File: src/rtl/rad_pkg.sv
// Constants, register map and types of the antenna diversity and channel assessment block.
package rad_pkg;

    // ************************************************************
    // Timing
    // ************************************************************
    localparam int CLK_MHZ        = 250;
    localparam int SEARCH_CYC_DEF = 4000;
    localparam int TMR_W          = 22;
    localparam int PAIRS          = 10;

    // ************************************************************
    // Register map
    // ************************************************************
    localparam logic [9:0] A_CFG0 = 10'h103;
    localparam logic [9:0] A_THR  = 10'h105;
    localparam logic [9:0] A_DIV  = 10'h129;
    localparam logic [9:0] A_STR0 = 10'h12b;
    localparam logic [9:0] A_STR1 = 10'h12c;
    localparam logic [9:0] A_TEST = 10'h139;
    localparam logic [9:0] A_STAT = 10'h140;
    localparam logic [9:0] A_CMD  = 10'h141;

    localparam int B_FRZ    = 0;
    localparam int B_MANTX  = 4;
    localparam int B_PER_LO = 1;
    localparam int B_DIVEN  = 0;
    localparam int B_ANT    = 1;
    localparam int B_LVL    = 3;
    localparam int B_PAT0   = 6;
    localparam int B_PAT1   = 4;
    localparam int B_CONT   = 0;
    localparam int B_C_RX   = 0;
    localparam int B_C_GO   = 1;
    localparam int B_C_ON   = 2;
    localparam logic [2:0] PER_INF = 3'h7;
    localparam logic [7:0] RST8    = 8'h00;

    typedef enum logic [2:0] {
        ST_ON,
        ST_SRCH,
        ST_PKT,
        ST_RCV,
        ST_TX
    } rad_state_t;

    // Evaluation period in microseconds for each field code.
    function automatic int period_us(input logic [2:0] code);
        case (code)
            3'h0:    period_us = 160;
            3'h1:    period_us = 320;
            3'h2:    period_us = 640;
            3'h3:    period_us = 1280;
            3'h4:    period_us = 1920;
            3'h5:    period_us = 2560;
            default: period_us = 9960;
        endcase
    endfunction

endpackage

File: src/rtl/rad_preamble_corr.sv
// Preamble qualifier: counts consecutive alternating received bits.
`timescale 1ns/1ps
`default_nettype none
module rad_preamble_corr #(
    parameter int PAIRS = rad_pkg::PAIRS
) (
    input  wire logic core_clk,
    input  wire logic rst_n,
    input  wire logic clr,
    input  wire logic bit_vld,
    input  wire logic bit_in,
    output logic      found
);
    localparam int NEED = 2 * PAIRS - 1;
    logic [5:0] run_ff;
    logic       last_ff;
    logic       fnd_ff;

    // A broken alternation restarts the count, so noise cannot accumulate.
    always_ff @(posedge core_clk or negedge rst_n) begin
        if (!rst_n) begin
            run_ff  <= 6'h00;
            last_ff <= 1'b0;
            fnd_ff  <= 1'b0;
        end else if (clr) begin
            run_ff  <= 6'h00;
            fnd_ff  <= 1'b0;
        end else if (bit_vld) begin
            last_ff <= bit_in;
            if (bit_in != last_ff) begin
                run_ff <= run_ff + 6'h01;
                if (run_ff + 6'h01 >= 6'(NEED)) fnd_ff <= 1'b1;
            end else begin
                run_ff <= 6'h00;
            end
        end
    end
    assign found = fnd_ff;
endmodule // rad_preamble_corr
`default_nettype wire

File: src/rtl/rad_eval_timer.sv
// Down-counting evaluation timer with start, stop and expiry pulse.
`timescale 1ns/1ps
`default_nettype none
module rad_eval_timer #(
    parameter int W = rad_pkg::TMR_W
) (
    input  wire logic         core_clk,
    input  wire logic         rst_n,
    input  wire logic         start,
    input  wire logic         stop,
    input  wire logic [W-1:0] load,
    output logic              running,
    output logic              expire
);
    logic [W-1:0] cnt_ff;
    logic         run_ff;
    logic         exp_ff;

    always_ff @(posedge core_clk or negedge rst_n) begin
        if (!rst_n) begin
            cnt_ff <= '0;
            run_ff <= 1'b0;
            exp_ff <= 1'b0;
        end else begin
            exp_ff <= 1'b0;
            if (stop) begin
                run_ff <= 1'b0;
            end else if (start) begin
                cnt_ff <= load;
                run_ff <= 1'b1;
            end else if (run_ff) begin
                cnt_ff <= cnt_ff - 1'b1;
                if (cnt_ff <= W'(1)) begin
                    run_ff <= 1'b0;
                    exp_ff <= 1'b1;
                end
            end
        end
    end
    assign running = run_ff;
    assign expire  = exp_ff;
endmodule // rad_eval_timer
`default_nettype wire

File: src/rtl/rad_top.sv
// Receive antenna diversity with clear channel assessment and timed evaluation.
//
// The address-and-strobe port was chosen for this implementation.
`timescale 1ns/1ps
`default_nettype none
module rad_top #(
    parameter int CYC_PER_US = rad_pkg::CLK_MHZ,
    parameter int SEARCH_CYC = rad_pkg::SEARCH_CYC_DEF
) (
    input  wire logic         core_clk,
    input  wire logic         rst_n,
    input  wire logic [9:0]   reg_addr,
    input  wire logic [7:0]   reg_wdata,
    input  wire logic         reg_wr,
    input  wire logic         reg_rd,
    output logic      [7:0]   reg_rdata,
    input  wire logic         rx_bit_vld,
    input  wire logic         rx_bit,
    input  wire logic         rssi_vld,
    input  wire logic [7:0]   rssi_val,
    input  wire logic         sfd_det,
    input  wire logic         pkt_end,
    output rad_pkg::rad_state_t radio_state,
    output logic              channel_live_flag,
    output logic              channel_sticky_flag,
    output logic              assess_evt,
    output logic              ant_sel,
    output logic              switch_pin_a_supply,
    output logic              switch_pin_a_supply_oe,
    output logic              switch_pin_b_supply,
    output logic              switch_pin_b_supply_oe,
    output logic              switch_pin_a_low_volt,
    output logic              switch_pin_a_low_volt_oe,
    output logic              switch_pin_b_low_volt,
    output logic              switch_pin_b_low_volt_oe
);

    // ************************************************************
    // Registers and command decode
    // ************************************************************
    logic [7:0] cfg0_ff;
    logic [7:0] thr_ff;
    logic [7:0] div_ff;
    logic [7:0] str0_ff;
    logic [7:0] str1_ff;
    logic [7:0] test_ff;
    logic [7:0] rdata_ff;
    rad_pkg::rad_state_t st_ff;
    logic       ant_ff;
    logic       live_ff;
    logic       stk_ff;
    logic       evt_ff;

    logic cmd_wr;
    logic cmd_rx;
    logic cmd_go;
    logic cmd_on;
    logic div_en;
    logic frz;
    logic in_rx;
    logic meas;
    logic go_ok;
    logic busy;
    logic tmr_run;
    logic tmr_exp;
    logic tmr_stop;
    logic pre_fnd;
    logic corr_clr;
    logic [2:0] per_code;
    logic [rad_pkg::TMR_W-1:0] tmr_load;

    assign cmd_wr   = reg_wr && (reg_addr == rad_pkg::A_CMD);
    assign cmd_rx   = cmd_wr && reg_wdata[rad_pkg::B_C_RX];
    assign cmd_go   = cmd_wr && reg_wdata[rad_pkg::B_C_GO];
    assign cmd_on   = cmd_wr && reg_wdata[rad_pkg::B_C_ON];
    assign div_en   = div_ff[rad_pkg::B_DIVEN];
    assign frz      = cfg0_ff[rad_pkg::B_FRZ];
    assign per_code = cfg0_ff[rad_pkg::B_PER_LO +: 3];
    assign in_rx    = (st_ff == rad_pkg::ST_SRCH) || (st_ff == rad_pkg::ST_PKT)
                   || (st_ff == rad_pkg::ST_RCV);
    assign meas     = in_rx && rssi_vld && !frz;
    // Timed mode needs manual transmit off and a finite period code.
    assign go_ok    = cmd_go && in_rx && !cfg0_ff[rad_pkg::B_MANTX]
                   && (per_code != rad_pkg::PER_INF);
    assign busy     = stk_ff || live_ff;
    assign tmr_load = rad_pkg::TMR_W'(rad_pkg::period_us(per_code) * CYC_PER_US);
    assign tmr_stop = (st_ff == rad_pkg::ST_PKT) && sfd_det;

    always_ff @(posedge core_clk or negedge rst_n) begin
        if (!rst_n) begin
            cfg0_ff <= rad_pkg::RST8;
            thr_ff  <= rad_pkg::RST8;
            test_ff <= rad_pkg::RST8;
        end else if (reg_wr) begin
            if (reg_addr == rad_pkg::A_CFG0) cfg0_ff <= reg_wdata;
            if (reg_addr == rad_pkg::A_THR) thr_ff <= reg_wdata;
            if (reg_addr == rad_pkg::A_TEST) test_ff <= reg_wdata;
        end
    end

    // Bit 1 is owned by hardware; software writes reach the other bits.
    always_ff @(posedge core_clk or negedge rst_n) begin
        if (!rst_n) begin
            div_ff <= rad_pkg::RST8;
        end else begin
            if (reg_wr && reg_addr == rad_pkg::A_DIV) begin
                div_ff <= {reg_wdata[7:2], div_ff[rad_pkg::B_ANT], reg_wdata[0]};
            end
            if (st_ff == rad_pkg::ST_RCV && pkt_end && !test_ff[rad_pkg::B_CONT]) begin
                div_ff[rad_pkg::B_ANT] <= ant_ff;
            end
        end
    end

    // Strength registers keep their value until a fresh measurement or a software write; a
    // measurement in the same cycle as a software write wins.
    always_ff @(posedge core_clk or negedge rst_n) begin
        if (!rst_n) begin
            str0_ff <= rad_pkg::RST8;
            str1_ff <= rad_pkg::RST8;
        end else begin
            if (meas && !ant_ff) begin
                str0_ff <= rssi_val;
            end else if (reg_wr && reg_addr == rad_pkg::A_STR0) begin
                str0_ff <= reg_wdata;
            end
            if (meas && ant_ff) begin
                str1_ff <= rssi_val;
            end else if (reg_wr && reg_addr == rad_pkg::A_STR1) begin
                str1_ff <= reg_wdata;
            end
        end
    end

    always_ff @(posedge core_clk or negedge rst_n) begin
        if (!rst_n) begin
            rdata_ff <= rad_pkg::RST8;
        end else if (reg_rd) begin
            unique case (reg_addr)
                rad_pkg::A_CFG0: rdata_ff <= cfg0_ff;
                rad_pkg::A_THR:  rdata_ff <= thr_ff;
                rad_pkg::A_DIV:  rdata_ff <= div_ff;
                rad_pkg::A_STR0: rdata_ff <= str0_ff;
                rad_pkg::A_STR1: rdata_ff <= str1_ff;
                rad_pkg::A_TEST: rdata_ff <= test_ff;
                rad_pkg::A_STAT: rdata_ff <= {3'h0, st_ff, stk_ff, live_ff};
                default:         rdata_ff <= rad_pkg::RST8;
            endcase
        end else begin
            rdata_ff <= rad_pkg::RST8;
        end
    end

    // ************************************************************
    // Channel assessment flags
    // ************************************************************
    always_ff @(posedge core_clk or negedge rst_n) begin
        if (!rst_n) begin
            live_ff <= 1'b0;
        end else if (meas) begin
            live_ff <= (rssi_val > thr_ff);
        end
    end

    // The start of a period clears; afterwards any busy sample up to its expiry, or a
    // delimiter, sets, and the flag then holds until the next start.
    always_ff @(posedge core_clk or negedge rst_n) begin
        if (!rst_n) begin
            stk_ff <= 1'b0;
        end else if (go_ok) begin
            stk_ff <= 1'b0;
        end else if (((tmr_run || tmr_exp) && live_ff) || tmr_stop) begin
            stk_ff <= 1'b1;
        end
    end

    rad_eval_timer #(
        .W (rad_pkg::TMR_W)
    ) u_tmr (
        .core_clk (core_clk),
        .rst_n    (rst_n),
        .start    (go_ok),
        .stop     (tmr_stop),
        .load     (tmr_load),
        .running  (tmr_run),
        .expire   (tmr_exp)
    );

    // ************************************************************
    // Antenna search
    // ************************************************************
    logic [rad_pkg::TMR_W-1:0] srch_ff;
    logic pair_ff;
    logic q_oth_ff;
    logic per_end;

    assign per_end  = (st_ff == rad_pkg::ST_SRCH) && div_en
                   && (srch_ff >= rad_pkg::TMR_W'(SEARCH_CYC - 1));
    assign corr_clr = (st_ff != rad_pkg::ST_SRCH) || per_end;

    rad_preamble_corr #(
        .PAIRS (rad_pkg::PAIRS)
    ) u_corr (
        .core_clk (core_clk),
        .rst_n    (rst_n),
        .clr      (corr_clr),
        .bit_vld  (rx_bit_vld),
        .bit_in   (rx_bit),
        .found    (pre_fnd)
    );

    always_ff @(posedge core_clk or negedge rst_n) begin
        if (!rst_n) begin
            srch_ff <= '0;
        end else if (st_ff != rad_pkg::ST_SRCH || per_end) begin
            srch_ff <= '0;
        end else begin
            srch_ff <= srch_ff + 1'b1;
        end
    end

    // Which antenna won: both qualified picks the stronger, ties go to zero.
    logic pick;
    logic pick_ok;
    always_comb begin
        pick_ok = pair_ff && (pre_fnd || q_oth_ff);
        if (pre_fnd && q_oth_ff) begin
            pick = (str1_ff > str0_ff);
        end else begin
            pick = pre_fnd ? ant_ff : !ant_ff;
        end
    end

    // ************************************************************
    // State machine
    // ************************************************************
    always_ff @(posedge core_clk or negedge rst_n) begin
        if (!rst_n) begin
            st_ff    <= rad_pkg::ST_ON;
            ant_ff   <= 1'b0;
            pair_ff  <= 1'b0;
            q_oth_ff <= 1'b0;
        end else if (cmd_on) begin
            st_ff <= rad_pkg::ST_ON;
        end else if (cmd_rx) begin
            st_ff   <= rad_pkg::ST_SRCH;
            ant_ff  <= 1'b0;
            pair_ff <= 1'b0;
        end else begin
            unique case (st_ff)
                rad_pkg::ST_ON: begin
                end
                rad_pkg::ST_SRCH: begin
                    if (tmr_exp && !busy) begin
                        st_ff <= rad_pkg::ST_TX;
                    end else if (!div_en) begin
                        ant_ff <= 1'b0;
                        if (pre_fnd) st_ff <= rad_pkg::ST_PKT;
                    end else if (per_end) begin
                        q_oth_ff <= pre_fnd;
                        pair_ff  <= !pair_ff;
                        if (pick_ok) begin
                            ant_ff  <= pick;
                            pair_ff <= 1'b0;
                            st_ff   <= rad_pkg::ST_PKT;
                        end else begin
                            ant_ff <= !ant_ff;
                        end
                    end
                end
                rad_pkg::ST_PKT: begin
                    if (sfd_det) begin
                        st_ff <= rad_pkg::ST_RCV;
                    end else if (tmr_exp) begin
                        st_ff   <= rad_pkg::ST_SRCH;
                        pair_ff <= 1'b0;
                    end
                end
                rad_pkg::ST_RCV: begin
                    if (pkt_end) begin
                        if (test_ff[rad_pkg::B_CONT]) begin
                            st_ff   <= rad_pkg::ST_SRCH;
                            pair_ff <= 1'b0;
                        end else begin
                            st_ff <= rad_pkg::ST_ON;
                        end
                    end
                end
                rad_pkg::ST_TX: begin
                end
            endcase
        end
    end

    // Event pulse on expiry, or when a delimiter cuts a running period short.
    always_ff @(posedge core_clk or negedge rst_n) begin
        if (!rst_n) begin
            evt_ff <= 1'b0;
        end else begin
            evt_ff <= tmr_exp || (tmr_stop && tmr_run);
        end
    end

    // ************************************************************
    // Antenna switch pins
    // ************************************************************
    logic [1:0] pat_ff;
    logic       lvl_ff;
    always_ff @(posedge core_clk or negedge rst_n) begin
        if (!rst_n) begin
            pat_ff <= 2'h0;
            lvl_ff <= 1'b0;
        end else begin
            pat_ff <= ant_ff ? div_ff[rad_pkg::B_PAT1 +: 2] : div_ff[rad_pkg::B_PAT0 +: 2];
            lvl_ff <= div_ff[rad_pkg::B_LVL];
        end
    end

    assign switch_pin_a_supply      = pat_ff[1];
    assign switch_pin_b_supply      = pat_ff[0];
    assign switch_pin_a_low_volt    = pat_ff[1];
    assign switch_pin_b_low_volt    = pat_ff[0];
    assign switch_pin_a_supply_oe   = !lvl_ff;
    assign switch_pin_b_supply_oe   = !lvl_ff;
    assign switch_pin_a_low_volt_oe = lvl_ff;
    assign switch_pin_b_low_volt_oe = lvl_ff;

    assign reg_rdata           = rdata_ff;
    assign radio_state         = st_ff;
    assign channel_live_flag   = live_ff;
    assign channel_sticky_flag = stk_ff;
    assign assess_evt          = evt_ff;
    assign ant_sel             = ant_ff;
endmodule // rad_top
`default_nettype wire

File: config.mk
export PLATFORM = sky130hd
export DESIGN_NAME = rad_top
export DESIGN_NICKNAME = d
export VERILOG_FILES = /design/src/rtl/rad_pkg.sv /design/src/rtl/rad_preamble_corr.sv /design/src/rtl/rad_eval_timer.sv /design/src/rtl/rad_top.sv
export SDC_FILE = /design/constraint.sdc
export NUM_CORES = 1
export LEC_CHECK = 0
export BUFFER_PORTS_ARGS = -buffer_cell sky130_fd_sc_hd__buf_2
export CAP_MARGIN = 20
export CORE_MARGIN = 2
export CORE_UTILIZATION = 66
export DETAILED_ROUTE_END_ITERATION = 16
export GPL_ROUTABILITY_DRIVEN = 0
export PLACE_DENSITY = 0.86
export SLEW_MARGIN = 20
export SYNTH_ARGS = -nofsm -noshare
export SYNTH_HDL_FRONTEND = slang
export SYNTH_SLANG_ARGS = --single-unit
export TNS_END_PERCENT = 50
File: constraint.sdc
create_clock -name core_clk -period 9.22 [get_ports core_clk]
set_clock_uncertainty 0.05 [all_clocks]
set_input_delay 0.922 -clock core_clk [delete_from_list [all_inputs] [get_ports core_clk]]
set_output_delay 0.922 -clock core_clk [all_outputs]
set_load 0.02 [all_outputs]
==> summary by stage, run 1 <==
CTS
The source-to-sink clock delay at the later pin of the worst-skew pair is 430 ps. TritonCTS built the clock tree. Gates resized during post-CTS repair numbered 0. The clock tree synthesis step divided the H-tree into 4 levels. After clock tree synthesis, the setup repair step added 0 buffers. Clock tree synthesis found a total of between 100 and 150 sinks. The longest clock path from root to sink contains 2 buffers. Clock-pin slew was measured on the worst setup and hold paths at 60 ps. The clock tree root buffer cell is clkbuf_16. The total clock buffers created by CTS is 17.

For this design, the CTS-stage hold fixing added 0 buffers.

Power
Combinational logic burns a little under an eighth of the power. IR analysis of the VDD net gives a maximum drop of 0.168 mV. Cell internal power was estimated by the tool at about 1.0 mW. The leakage power figure is between 4 and 5 nW. The clock network burns roughly 46% of the power. The share of power burned in registers is 42.2%. The power spent charging and discharging nets is roughly 410 uW. The total power per unit cell area is between 150 and 200 nW/um^2. Net switching is 28.3% of the power.

Timing
Setup violations remaining at the end of the flow were counted as 0. The number of max-slew violations in the final report is 0. Setup repair after global routing left no endpoint under its margin. For the final routed database, the setup TNS stands at 0 ps.

The final hold slack is 356 ps. The achievable clock frequency is 190 MHz. The worst relative slew slack is between 30% and 40%. The minimum clock period is 5260 ps. For the pin with the worst max-slew slack, the measured transition is 944 ps.

After layout, the worst path uses between 50% and 60% of the clock period. The final-report hold violation count came to 0.

Logic synthesis
Of all cell types, the one taking the most synthesized area is dfrtp_1. By count the netlist is led by dfrtp_1 (122), nor2_1 (89), a21oi_1 (56), ha_1 (53). The mean cell area of the mapped netlist is 9.43 um^2. The number of nets produced by synthesis is between 900 and 1000. The fraction of post-synthesis cell area in the top cell type by area is a little under two fifths. The post-synthesis cell count is 849. Yosys attributes the largest share of cell area to dfrtp_1 (38%), ha_1 (8.3%), mux2_2 (5.5%). The sequential fraction of the synthesis area is 38.1%. The synthesized netlist contains 75 unique library cells. Counting flops with an async set or reset pin after synthesis yields a share of between 90% and 100%. The Yosys step of the flow raised 0 warnings. The top flip-flop cell by instance count after synthesis is dfrtp_1. The synthesized design contains 0 enable-type register cells. The cell with the most instances after synthesis is dfrtp_1. The synthesized area is 8010 um^2. In this run, synthesis produced a sequential element count of between 100 and 150.

Global routing
The pin count of the biggest net entering global routing is 68. In the global route stage, overall resource usage came out at 32.4%. The number of global-route vias before repair was 6712. After global routing the overflow that remains totals 0. The number of antenna violations at the first check in global routing came to 0. The first global-routing pass estimated 33100 um of wire.

Critical path
The endpoint of the lowest-slack register-to-register path is u_tmr.cnt_ff[19]$_DFFE_PN0P_. Data arrives at the worst endpoint at ~5500 ps. The worst register-to-register path has a setup slack of about 4000 ps.

The worst setup path is of the flip-flop to flip-flop kind. Of all nets on the critical path, the largest fanout is 19. The startpoint type of the worst setup path is a flip-flop. Among the stages of the critical path, the cell type that occurs most often is ha_1. In this run the critical register-to-register path is launched from cfg0_ff[3]$_DFFE_PN0P_.

Traced cell by cell, the critical path runs through ha_1 -> inv_1 -> o311ai_0 -> ha_1 -> xor2_1 -> fa_1 -> inv_1 -> fa_1 -> ha_1 -> nand2_1 -> o21ai_0 -> a311oi_1 -> nor2b_1 -> o41ai_1 -> o211ai_1. Counting cells, the worst reg-to-reg path comes to 15. The slowest stage of the critical path is the ha_1 cell. The count of buffer and inverter cells on the critical path is 2.

The capturing element type of the critical path is a flip-flop. The required time at the worst-slack endpoint is between 9000 and 10000 ps. The top cell family by delay on the critical path is adder cells. The maximum cell stage delay along the critical path is between 700 and 800 ps.

Routing
Detailed routing placed a total of 1380 um of wire on met3. The highest metal layer carrying signal wires in the routed design is met4. The wire length the detailed router placed on met1 is 8240 um. The post-detailed-route count of antenna-violating nets is 0. After detailed routing, the number of vias per cell comes to 6.53.

The number of DRC markers after the initial detailed-route iteration is 699. The vias after detailed routing is 6911. Dividing the detail-routed wire length by the instance count gives between 15 and 20 um. The final routed wirelength across all metal layers is about 20000 um. In the routed design, unresolved DRC markers number 0. The number of iterations in the first detailed-routing pass is 9. The routed design uses 10200 um of met2 wire.

Run status
The flow ran to the end, and the final reports show no timing, DRC or antenna violations.

Cells and area
The area added between synthesis and finish is 11.8%. The layout has just over 800 filler cells. The number of standard cells in the final layout excluding fillers is 1058. The repair_antennas step left the layout with diodes totalling 0. The number of nets in the final layout is roughly 990. The finished layout cell area is a little under 9000 um^2. The multi-input logic area is 4610 um^2.

The register cell area after layout is 3050 um^2. Cells with a size suffix above 1 make up 17.3% of the layout.

Floorplan
The standard cell core area is 11900 um^2. The floorplan step defined a die boundary enclosing 13000 um^2. The floorplan has 40 rows. Measured along the y axis, the die boundary spans 114 um. From left edge to right edge, the die measures 114 um. 58 I/O pins were placed. The effective utilization at floorplan is 67.2%.

Placed design
Once placement finished, the instance area stood at about 8300 um^2. The number of buffers inserted by port buffering is between 50 and 60. The HPWL after detailed placement is 13700 um. In this run, placement finished with an instance count of between 1000 and 1500.

Min path
For hold timing, the worst endpoint is switch_pin_a_low_volt_oe$_DFF_PN0_. The start point of the worst min-delay path is div_ff[3]$_DFFE_PN0P_. The depth of the worst hold-timing path is 0. The path type of the worst min-delay path is flip-flop to flip-flop.

Job
The max-cap violation count is 0.
state kept, by name, summed over array words and instances (netlist names), 2 cells and up:
name,flops
cfg0_ff,8
div_ff,8
pat_ff,2
radio_state,3
reg_rdata,8
srch_ff,22
str0_ff,8
str1_ff,8
test_ff,8
thr_ff,8
u_corr.run_ff,6
u_tmr.cnt_ff,22
power by group through the flow:
stage | logic (mW) | registers, mW | clock network [mW]
6_report | 0.167 | 0.607 | 0.667
2_1_floorplan | 0.113 | 0.601 | 0
5_1_grt | 0.188 | 0.611 | 0.693
3_3_place_gp | 0.160 | 0.613 | 0
3_5_place_dp | 0.165 | 0.614 | 0
4_1_cts | 0.167 | 0.606 | 0.668
layout by cell type, fill, tap and decap left out, types with 4 or more instances in the layout:
master / netlist / final
mux2i_1: 20 / 20
and3_1: 8 / 8
nor4_1: 15 / 15
o211ai_1: 4 / 4
fa_1: 7 / 7
nor3_1: 14 / 14
nand2b_1: 5 / 5
nor3b_1: 4 / 4
nand4_1: 14 / 14
a21o_1: 5 / 5
mux2_2: 39 / 39
xnor2_1: 30 / 30
dfrtp_1: 122 / 122
nor2_1: 89 / 89
inv_1: 51 / 51
and4_1: 4 / 4
a221oi_1: 7 / 7
o21a_1: 7 / 7
a222oi_1: 5 / 5
buf_4: 6 / 5
ha_1: 53 / 53
xor2_1: 19 / 19
or2_2: 4 / 4
a31oi_1: 15 / 15
nand2_1: 47 / 47
nand3_1: 32 / 32
nor2_2: 5 / 5
o21ai_1: 5 / 5
clkbuf_16: 0 / 17
a22oi_1: 13 / 13
a21oi_1: 56 / 55
buf_2: 7 / 56
o21ai_0: 51 / 51
clkinv_4: 0 / 6
nor2b_1: 5 / 5
how the worst max path moves through the flow:
stage	startpoint	to	slack, ps	depth (start not counted)
2_1_floorplan	cfg0_ff[2]$_DFFE_PN0P_	u_tmr.cnt_ff[19]$_DFFE_PN0P_	4830	15
3_3_place_gp	cfg0_ff[3]$_DFFE_PN0P_	u_tmr.cnt_ff[19]$_DFFE_PN0P_	4150	15
3_5_place_dp	cfg0_ff[3]$_DFFE_PN0P_	u_tmr.cnt_ff[19]$_DFFE_PN0P_	4000	15
4_1_cts	cfg0_ff[3]$_DFFE_PN0P_	u_tmr.cnt_ff[19]$_DFFE_PN0P_	3990	15
5_1_grt	cfg0_ff[3]$_DFFE_PN0P_	u_tmr.cnt_ff[19]$_DFFE_PN0P_	3640	15
6_report	cfg0_ff[3]$_DFFE_PN0P_	u_tmr.cnt_ff[19]$_DFFE_PN0P_	3960	15
layout make-up:
class	instances	share of cell area, %
inverters	51	2.14
clock inverters	14	1.85
well taps	147	2.05
multi-input cells	645	51.5
clock buffers	18	4.79
repair buffers	61	3.55
flip-flops and latches	122	34.1
cells by family after synthesis:
logic type,synth area share [%]
AND/OR/NAND/NOR,18.4
AO/OA/AOI/OAI,15.7
flip-flops,38.1
buffers and inverters,4.42
adder cells (fa/ha/maj),10.0
multiplexers,7.98
XOR/XNOR,5.36
stage by stage:
step	setup slack [ps]	utilization [%]	power, mW
2_1_floorplan	4830	-	0.714
3_3_place_gp	4150	70.1	0.773
3_5_place_dp	4000	70.1	0.779
4_1_cts	3990	75.1	1.44
5_1_grt	3640	75.1	1.49
6_report	3960	75.1	1.44
worst register-to-register path: stages (launching register included):
cell	delay (ps)
dfrtp_1	660
ha_1	730
inv_1	370
o311ai_0	320
ha_1	410
xor2_1	200
fa_1	420
inv_1	80
fa_1	420
ha_1	300
nand2_1	90
o21ai_0	130
a311oi_1	430
nor2b_1	90
o41ai_1	310
o211ai_1	140
routing by layer:
metal / global-route usage (%) / vias up
met2: 55.0 / 326
met3: 6.19 / 58
met4: 13.3 / 0
met5: 0 / -
li1: - / 3196
met1: 40.9 / 3331
Note: power is estimated with default switching activity, not from simulation.
==> inputs of run 2 (changes only) <==
--- a/config.mk
+++ b/config.mk
@@ -8,10 +8,10 @@
 export BUFFER_PORTS_ARGS = -buffer_cell sky130_fd_sc_hd__buf_2
 export CAP_MARGIN = 20
 export CORE_MARGIN = 2
-export CORE_UTILIZATION = 66
+export CORE_UTILIZATION = 55
 export DETAILED_ROUTE_END_ITERATION = 16
 export GPL_ROUTABILITY_DRIVEN = 0
-export PLACE_DENSITY = 0.86
+export PLACE_DENSITY = 0.77
 export SLEW_MARGIN = 20
 export SYNTH_ARGS = -nofsm -noshare
 export SYNTH_HDL_FRONTEND = slang
==> constraint.sdc (replaced) <==
create_clock -name core_clk -period 4.6 [get_ports core_clk]
set_clock_uncertainty 0.05 [all_clocks]
set_input_delay 0.46 -clock core_clk [delete_from_list [all_inputs] [get_ports core_clk]]
set_output_delay 0.46 -clock core_clk [all_outputs]
set_load 0.02 [all_outputs]
==> summary by stage, run 2 (synthesis results as in run 1) <==
CTS
The number of levels the H-tree was split into is 4. Clock tree synthesis selected as its root buffer the cell clkbuf_16. The clock passes through at most 2 buffers. The clock drives 122 sinks.

The total clock buffers created by CTS is 17. The later pin in the worst-skew pair is clocked with a latency of 420 ps. The clock-pin transition on the worst setup and hold timing paths is 60 ps. The TritonCTS clock tree is yes.

Floorplan
For this configuration, the core starts out at a cell density of approximately 56%. The core region is 14400 um^2. The cell row count is 44. In this run the vertical extent of the chip is 125 um. The overall die area is 15500 um^2.

Pin placement for this block handled between 50 and 60 I/O pins. The floorplan step set the die width to 125 um.

Timing
The number of max-slew violations in the final report is 0. The achievable clock frequency is 231 MHz. Dividing the final minimum period by the clock period gives 94.1%.

Setup repair after global routing left no endpoint under its margin. Adding up every negative setup slack in the final design gives 0 ps. Across all setup checks in the final design, the least slack found is between 200 and 300 ps.

The final hold slack is 92.6 ps. At the pin with the least slew margin, the transition time is about 970 ps. The final-report hold violation count is 0.

The worst relative slew slack is 34.6%. The smallest clock period supported by the final layout is computed as between 4000 and 5000 ps. The setup violation total in the final timing report is 0.

Routing
The average vias per placed instance is between 6 and 7. The post-detailed-route wirelength per cell is roughly 18 um. The first TritonRoute pass finished after 7 iterations. In the routed design, unresolved DRC markers number 0. The post-detailed-route count of antenna-violating nets is 0. The final routed wirelength across all metal layers is 19900 um.

The number of DRC markers after the initial detailed-route iteration is 768. The detailed router placed 6745 vias in this run.

Critical path
STA classifies the critical path endpoint as a flip-flop. At the worst endpoint, the arrival time is 4570 ps. For the worst setup path, the data required time is 4840 ps. Among all stages on the critical path, the largest delay is contributed by fa_1.

Along the worst path, the maximum fanout reaches 11. Traced cell by cell, the critical path runs through ha_1 -> inv_1 -> nand2_1 -> ha_1 -> xnor2_1 -> fa_1 -> fa_1 -> inv_1 -> ha_1 -> a211oi_1 -> nor2_1 -> a311oi_2 -> nor2b_1 -> o41ai_1 -> o211ai_1. The maximum cell stage delay along the critical path is 540 ps. Counting cells, the worst reg-to-reg path comes to 15. The path type of the worst setup path is flip-flop to flip-flop. The most numerous cell type found on the critical path is ha_1. STA classifies the critical path startpoint as a flip-flop.

Power
Net switching is 28.8% of the power. The worst ir drop on vdd is 0.308 mV. In this run the power density over the cells is about 310 nW/um^2. The leakage power figure is 4.09 nW. The part of the power in the clock network is 45.5%. Summed over all nets, the switching power comes to between 800 and 900 uW.

Per report_power, the combinational group accounts for 11.9% of the total. The share of power burned in registers is 42.6%. The cell-internal power is roughly 2 mW.

Global routing
The number of global-route vias before repair is 6613. After global routing the overflow that remains totals 0. Global routing used 25.9% of the available tracks across all layers. The first global-routing pass estimated 32600 um of wire. Entering global routing, the biggest net connects slightly below 70 pins. The number of antenna violations at the first check in global routing came to 0.

Cells and area
The final layout contains 1006 nets. The library cell used most frequently in the layout, excluding fill and tap cells, is dfrtp_1. Compared with the post-synthesis result, the final layout area differs by 13.4%. The repair_antennas step left the layout with diodes totalling 0. The proportion of layout cells with a drive suffix above 1 is 18.6%. The largest registers in the layout are srch_ff: 22 flops, u_tmr.cnt_ff: 22 flops.

The layout filler cell count is ~1200. Leaving out fill and tap cells, the most frequent cells in the layout are dfrtp_1 (122), nor2_1 (89), buf_2 (56).

Placed design
During placement, the flow inserted port buffers numbering between 50 and 60. The setup slack after placement is ~240 ps. The HPWL after detailed placement is 14100 um.

Min path
The path type of the worst min-delay path is input port to async pin.

Run status
The run finished with clean final reports.

Job
The max-cap violation count is 0.
## run 2: cell types whose count changed in the layout (fill, tap and decap cells not counted), sizes merged
cell	previous run	this run
clkinvlp	2	1
inv	55	58
bufinv	2	1
buf	61	74
clkinv	6	5
## run 2: layout make-up
type / instances / area [um^2] / share of cell area [%]
flip-flops and latches: 122 / 3050 / 33.6
multi-input cells: 645 / 4610 / 50.8
inverters: 51 / 191 / 2.11
well taps: 184 / 230 / 2.54
clock buffers: 18 / 439 / 4.84
clock inverters: 14 / 138 / 1.52
repair buffers: 74 / 415 / 4.58
## run 2: worst max-delay path: cells and delay by family, from the launching register on
family | cells | cell delay [ps]
compound gates | 4 | 970
fa+ha+maj | 5 | 1940
buf+inv | 2 | 230
simple gates | 3 | 310
xor+xnor | 1 | 190
flops | 1 | 490
## run 2: per-layer routing
metal	up-vias	part of all wire [%]	track usage, %
met1	3289	43	34.1
met5	-	0	0
met2	203	49	42.7
met4	0	2.5	9.19
met3	44	4.8	5.11
li1	3209	-	-
## run 2: through the flow
stage / cells / cell area, um^2 / utilization, % / total power [mW]
2_1_floorplan: 849 / 8010 / - / 1.43
3_3_place_gp: 1076 / 8490 / 59.1 / 1.56
3_5_place_dp: 1076 / 8490 / 59.1 / 1.57
4_1_cts: 1108 / 9070 / 63.1 / 2.87
5_1_grt: 1108 / 9080 / 63.2 / 2.97
6_report: 1108 / 9080 / 63.2 / 2.86
## run 2: final timing paths
kind	startpoint	end	slack, ps
setup / recovery	cfg0_ff[2]$_DFFE_PN0P_	u_tmr.cnt_ff[19]$_DFFE_PN0P_	270
hold / removal	rst_n	u_tmr.cnt_ff[1]$_DFFE_PN0P_	90
setup reg to reg	cfg0_ff[2]$_DFFE_PN0P_	u_tmr.cnt_ff[19]$_DFFE_PN0P_	270
hold reg to reg	div_ff[3]$_DFFE_PN0P_	switch_pin_a_low_volt_oe$_DFF_PN0_	380
max in group asynchronous	rst_n	q_oth_ff$_DFFE_PN0P_	3400
min in group core_clk	rx_bit	u_corr.last_ff$_DFFE_PN0P_	250
## run 2: timing repair
item,CTS,global route
hold buffers,0,0
gates resized for setup,0,2
setup buffers,0,0
setup endpoints to repair,0,1
## run 2: power groups by stage
stage                     Sequential (mW)  Combinational (mW)  Clock (mW)
after global routing                 1.22               0.380        1.37
after floorplan                      1.20               0.226           0
after CTS                            1.21               0.340        1.32
after global placement               1.23               0.330           0
final                                1.22               0.339        1.30
after detailed placement             1.23               0.337           0
==> inputs of run 3 (changes only) <==
--- a/config.mk
+++ b/config.mk
@@ -8,10 +8,9 @@
 export BUFFER_PORTS_ARGS = -buffer_cell sky130_fd_sc_hd__buf_2
 export CAP_MARGIN = 20
 export CORE_MARGIN = 2
-export CORE_UTILIZATION = 55
+export CORE_UTILIZATION = 40
 export DETAILED_ROUTE_END_ITERATION = 16
 export GPL_ROUTABILITY_DRIVEN = 0
-export PLACE_DENSITY = 0.77
 export SLEW_MARGIN = 20
 export SYNTH_ARGS = -nofsm -noshare
 export SYNTH_HDL_FRONTEND = slang
==> summary by stage, run 3 (synthesis results as in run 1) <==
Timing
The worst relative slew slack is 38.6%. The final cycle utilization of the critical path is between 90% and 100%. The number of max-slew violations in the final report was 0.

The transition time of the tightest slew-check pin is 914 ps. The achievable clock frequency is 234 MHz. Setup repair after global routing left no endpoint under its margin.

The final-report hold violation count was 0. Setup violations remaining at the end of the flow were counted as 0. The final-layout setup total negative slack is 0 ps. The minimum clock period is 4270 ps.

Cells and area
The post-layout utilization of the core is 47.0%. The commonest non-fill, non-tap cell in the layout is dfrtp_1. The antenna diode count is 0. The largest registers in the layout are srch_ff: 22 flops, u_tmr.cnt_ff: 22 flops.

Counting the fill cells in the layout gives 1886. The post-route netlist has 18.5% of its cells at a drive strength greater than 1. The number of nets in the final layout is 1006. In the layout the commonest cells are dfrtp_1 (122), nor2_1 (89), buf_2 (56).

From synthesis to final layout, the design area changed by 14.5%.

Floorplan
The standard cell core area is slightly below 20000 um^2. The width of the die is about 150 um. 58 I/O pins were placed. After floorplanning, the core was divided into 51 placement rows. The die span in y is 145 um.

The effective utilization at floorplan is between 40% and 50%. The floorplan step defined a die boundary enclosing around 21000 um^2.

Routing
In the routed layout, each cell is associated on average with a via count of 5.56. The final routed wirelength across all metal layers is 20600 um. The detail route stage leaves a number of antenna-violating nets equal to 0. The number of DRC markers after the initial detailed-route iteration is 411. The post-detailed-route wirelength per cell is approximately 17 um. After detailed routing, the number of remaining DRC violations is 0. Before antenna repair, the detailed router went through 6 iterations. Summing over every cut layer, the via total after detailed routing is 6609.

Global routing
The number of global-route vias before repair is 6389. The number of antenna violations at the first check in global routing is 0. The wire length of the first global-routing pass is 33700 um. Global routing finished with a remaining overflow of 0. The pin count of the biggest net entering global routing is 61.

Global routing used 19.9% of the available tracks.

CTS
Counting every sink on the clock net gives 122. The cell sitting at the root of the clock tree is a clkbuf_16. After clock tree synthesis, the clock-pin slew on the worst setup and hold paths is 60 ps.

In this run the post-CTS setup repair buffer count came out at 0. The H-tree generated during clock tree synthesis spans 4 levels. TritonCTS built the clock tree.

In this run, CTS created clock tree buffers numbering 17. The post-cts sizing count is 0. For the worst-skew pair, the clock arrives at the later sink with an insertion delay of 430 ps. Counting along the longest clock path gives a buffer depth of 2. The quantity of hold-fixing buffers added after cts is 0.

Min path
The path class of the tightest hold or removal check is input port to async pin.

Critical path
STA puts the critical path data arrival time at 4520 ps. The required time at the worst-slack endpoint is 4840 ps. The launch point of the critical path is cfg0_ff[2]$_DFFE_PN0P_. The count of cells along the worst register-to-register path is 15.

The worst register-to-register path ends at u_tmr.cnt_ff[19]$_DFFE_PN0P_. Of all nets on the critical path, the largest fanout is 7. The startpoint type of the worst setup path is a flip-flop. Following the worst setup path forward leads to its endpoint at u_tmr.cnt_ff[19]$_DFFE_PN0P_. The path type of the worst setup path is flip-flop to flip-flop. STA classifies the critical path endpoint as a flip-flop. The worst register-to-register path begins at cfg0_ff[2]$_DFFE_PN0P_. The setup check on the worst reg-to-reg path leaves a slack of 330 ps.

Placed design
In this run the tool buffered the top-level ports with 57 buffer cells. The half-perimeter wire length after placement is 14800 um.

Power
For this design the static power due to leakage is 4.08 nW. In this run the power density over the cells is 313 nW/um^2. The worst ir drop on vdd is 0.261 mV.

Job
The max-cap violation count is 0.

Run status
The flow ran to the end, and the final reports show no timing, DRC or antenna violations.
[run 3: cell types whose count changed in the layout (fill, tap and decap cells not counted), sizes merged]
cell | previous run | this run
clkinvlp | 1 | 2
inv | 58 | 57
[run 3: stage by stage]
step / hold slack (ps) / cell area (um^2) / power, mW / instances / setup slack (ps)
final: 48.7 / 9170 / 2.87 / 1189 / 327
after CTS: 77.8 / 9170 / 2.89 / 1189 / 296
after global placement: 338 / 8590 / 1.57 / 1157 / 356
after floorplan: 114 / 8010 / 1.43 / 849 / 214
after detailed placement: 353 / 8590 / 1.57 / 1157 / 311
after global routing: 109 / 9170 / 3.00 / 1189 / 47.2
[run 3: worst min path at each step]
| stage | start | to | cells after the start | slack (ps) |
|---|---|---|---|---|
| after CTS | rst_n | srch_ff[18]$_DFF_PN0_ | 1 | 80 |
| after detailed placement | div_ff[3]$_DFFE_PN0P_ | switch_pin_a_low_volt_oe$_DFF_PN0_ | 0 | 350 |
| after global placement | div_ff[3]$_DFFE_PN0P_ | switch_pin_a_low_volt_oe$_DFF_PN0_ | 0 | 340 |
| after global routing | rst_n | u_corr.run_ff[2]$_DFFE_PN0P_ | 1 | 110 |
| after floorplan | rst_n | ant_sel$_DFFE_PN0P_ | 0 | 110 |
| final | rst_n | u_corr.run_ff[2]$_DFFE_PN0P_ | 1 | 50 |
[run 3: final cells by class]
cell class	count	area, um^2	share of cell area, %
Multi-Input combinational cell	645	4600	50.2
Sequential cell	122	3050	33.3
Inverter	51	191	2.09
Clock inverter	14	136	1.49
Timing Repair Buffer	74	415	4.53
Clock buffer	18	439	4.79
Tap cell	265	332	3.62
[run 3: critical path, stage by stage, from the launching register on]
cell	delay [ps]
dfrtp_1	450
ha_1	240
inv_1	190
nand2_1	120
ha_1	320
xnor2_1	190
fa_1	470
fa_1	550
inv_1	40
ha_1	340
a211oi_1	250
nor2_1	80
a311oi_1	330
nor2b_1	90
o41ai_1	310
o211ai_1	130
[run 3: where the power goes]
part / switching [mW] / internal (mW)
clock network: 0.546 / 0.769
registers: 0.0858 / 1.13
logic: 0.202 / 0.134
[run 3: per-layer routing]
layer	vias up	global-route usage, %	wire, um
met5	-	0	0
met4	0	7.50	522
met3	40	3.45	1040
met2	200	32.1	9850
met1	3149	26.9	9200
li1	3220	-	-
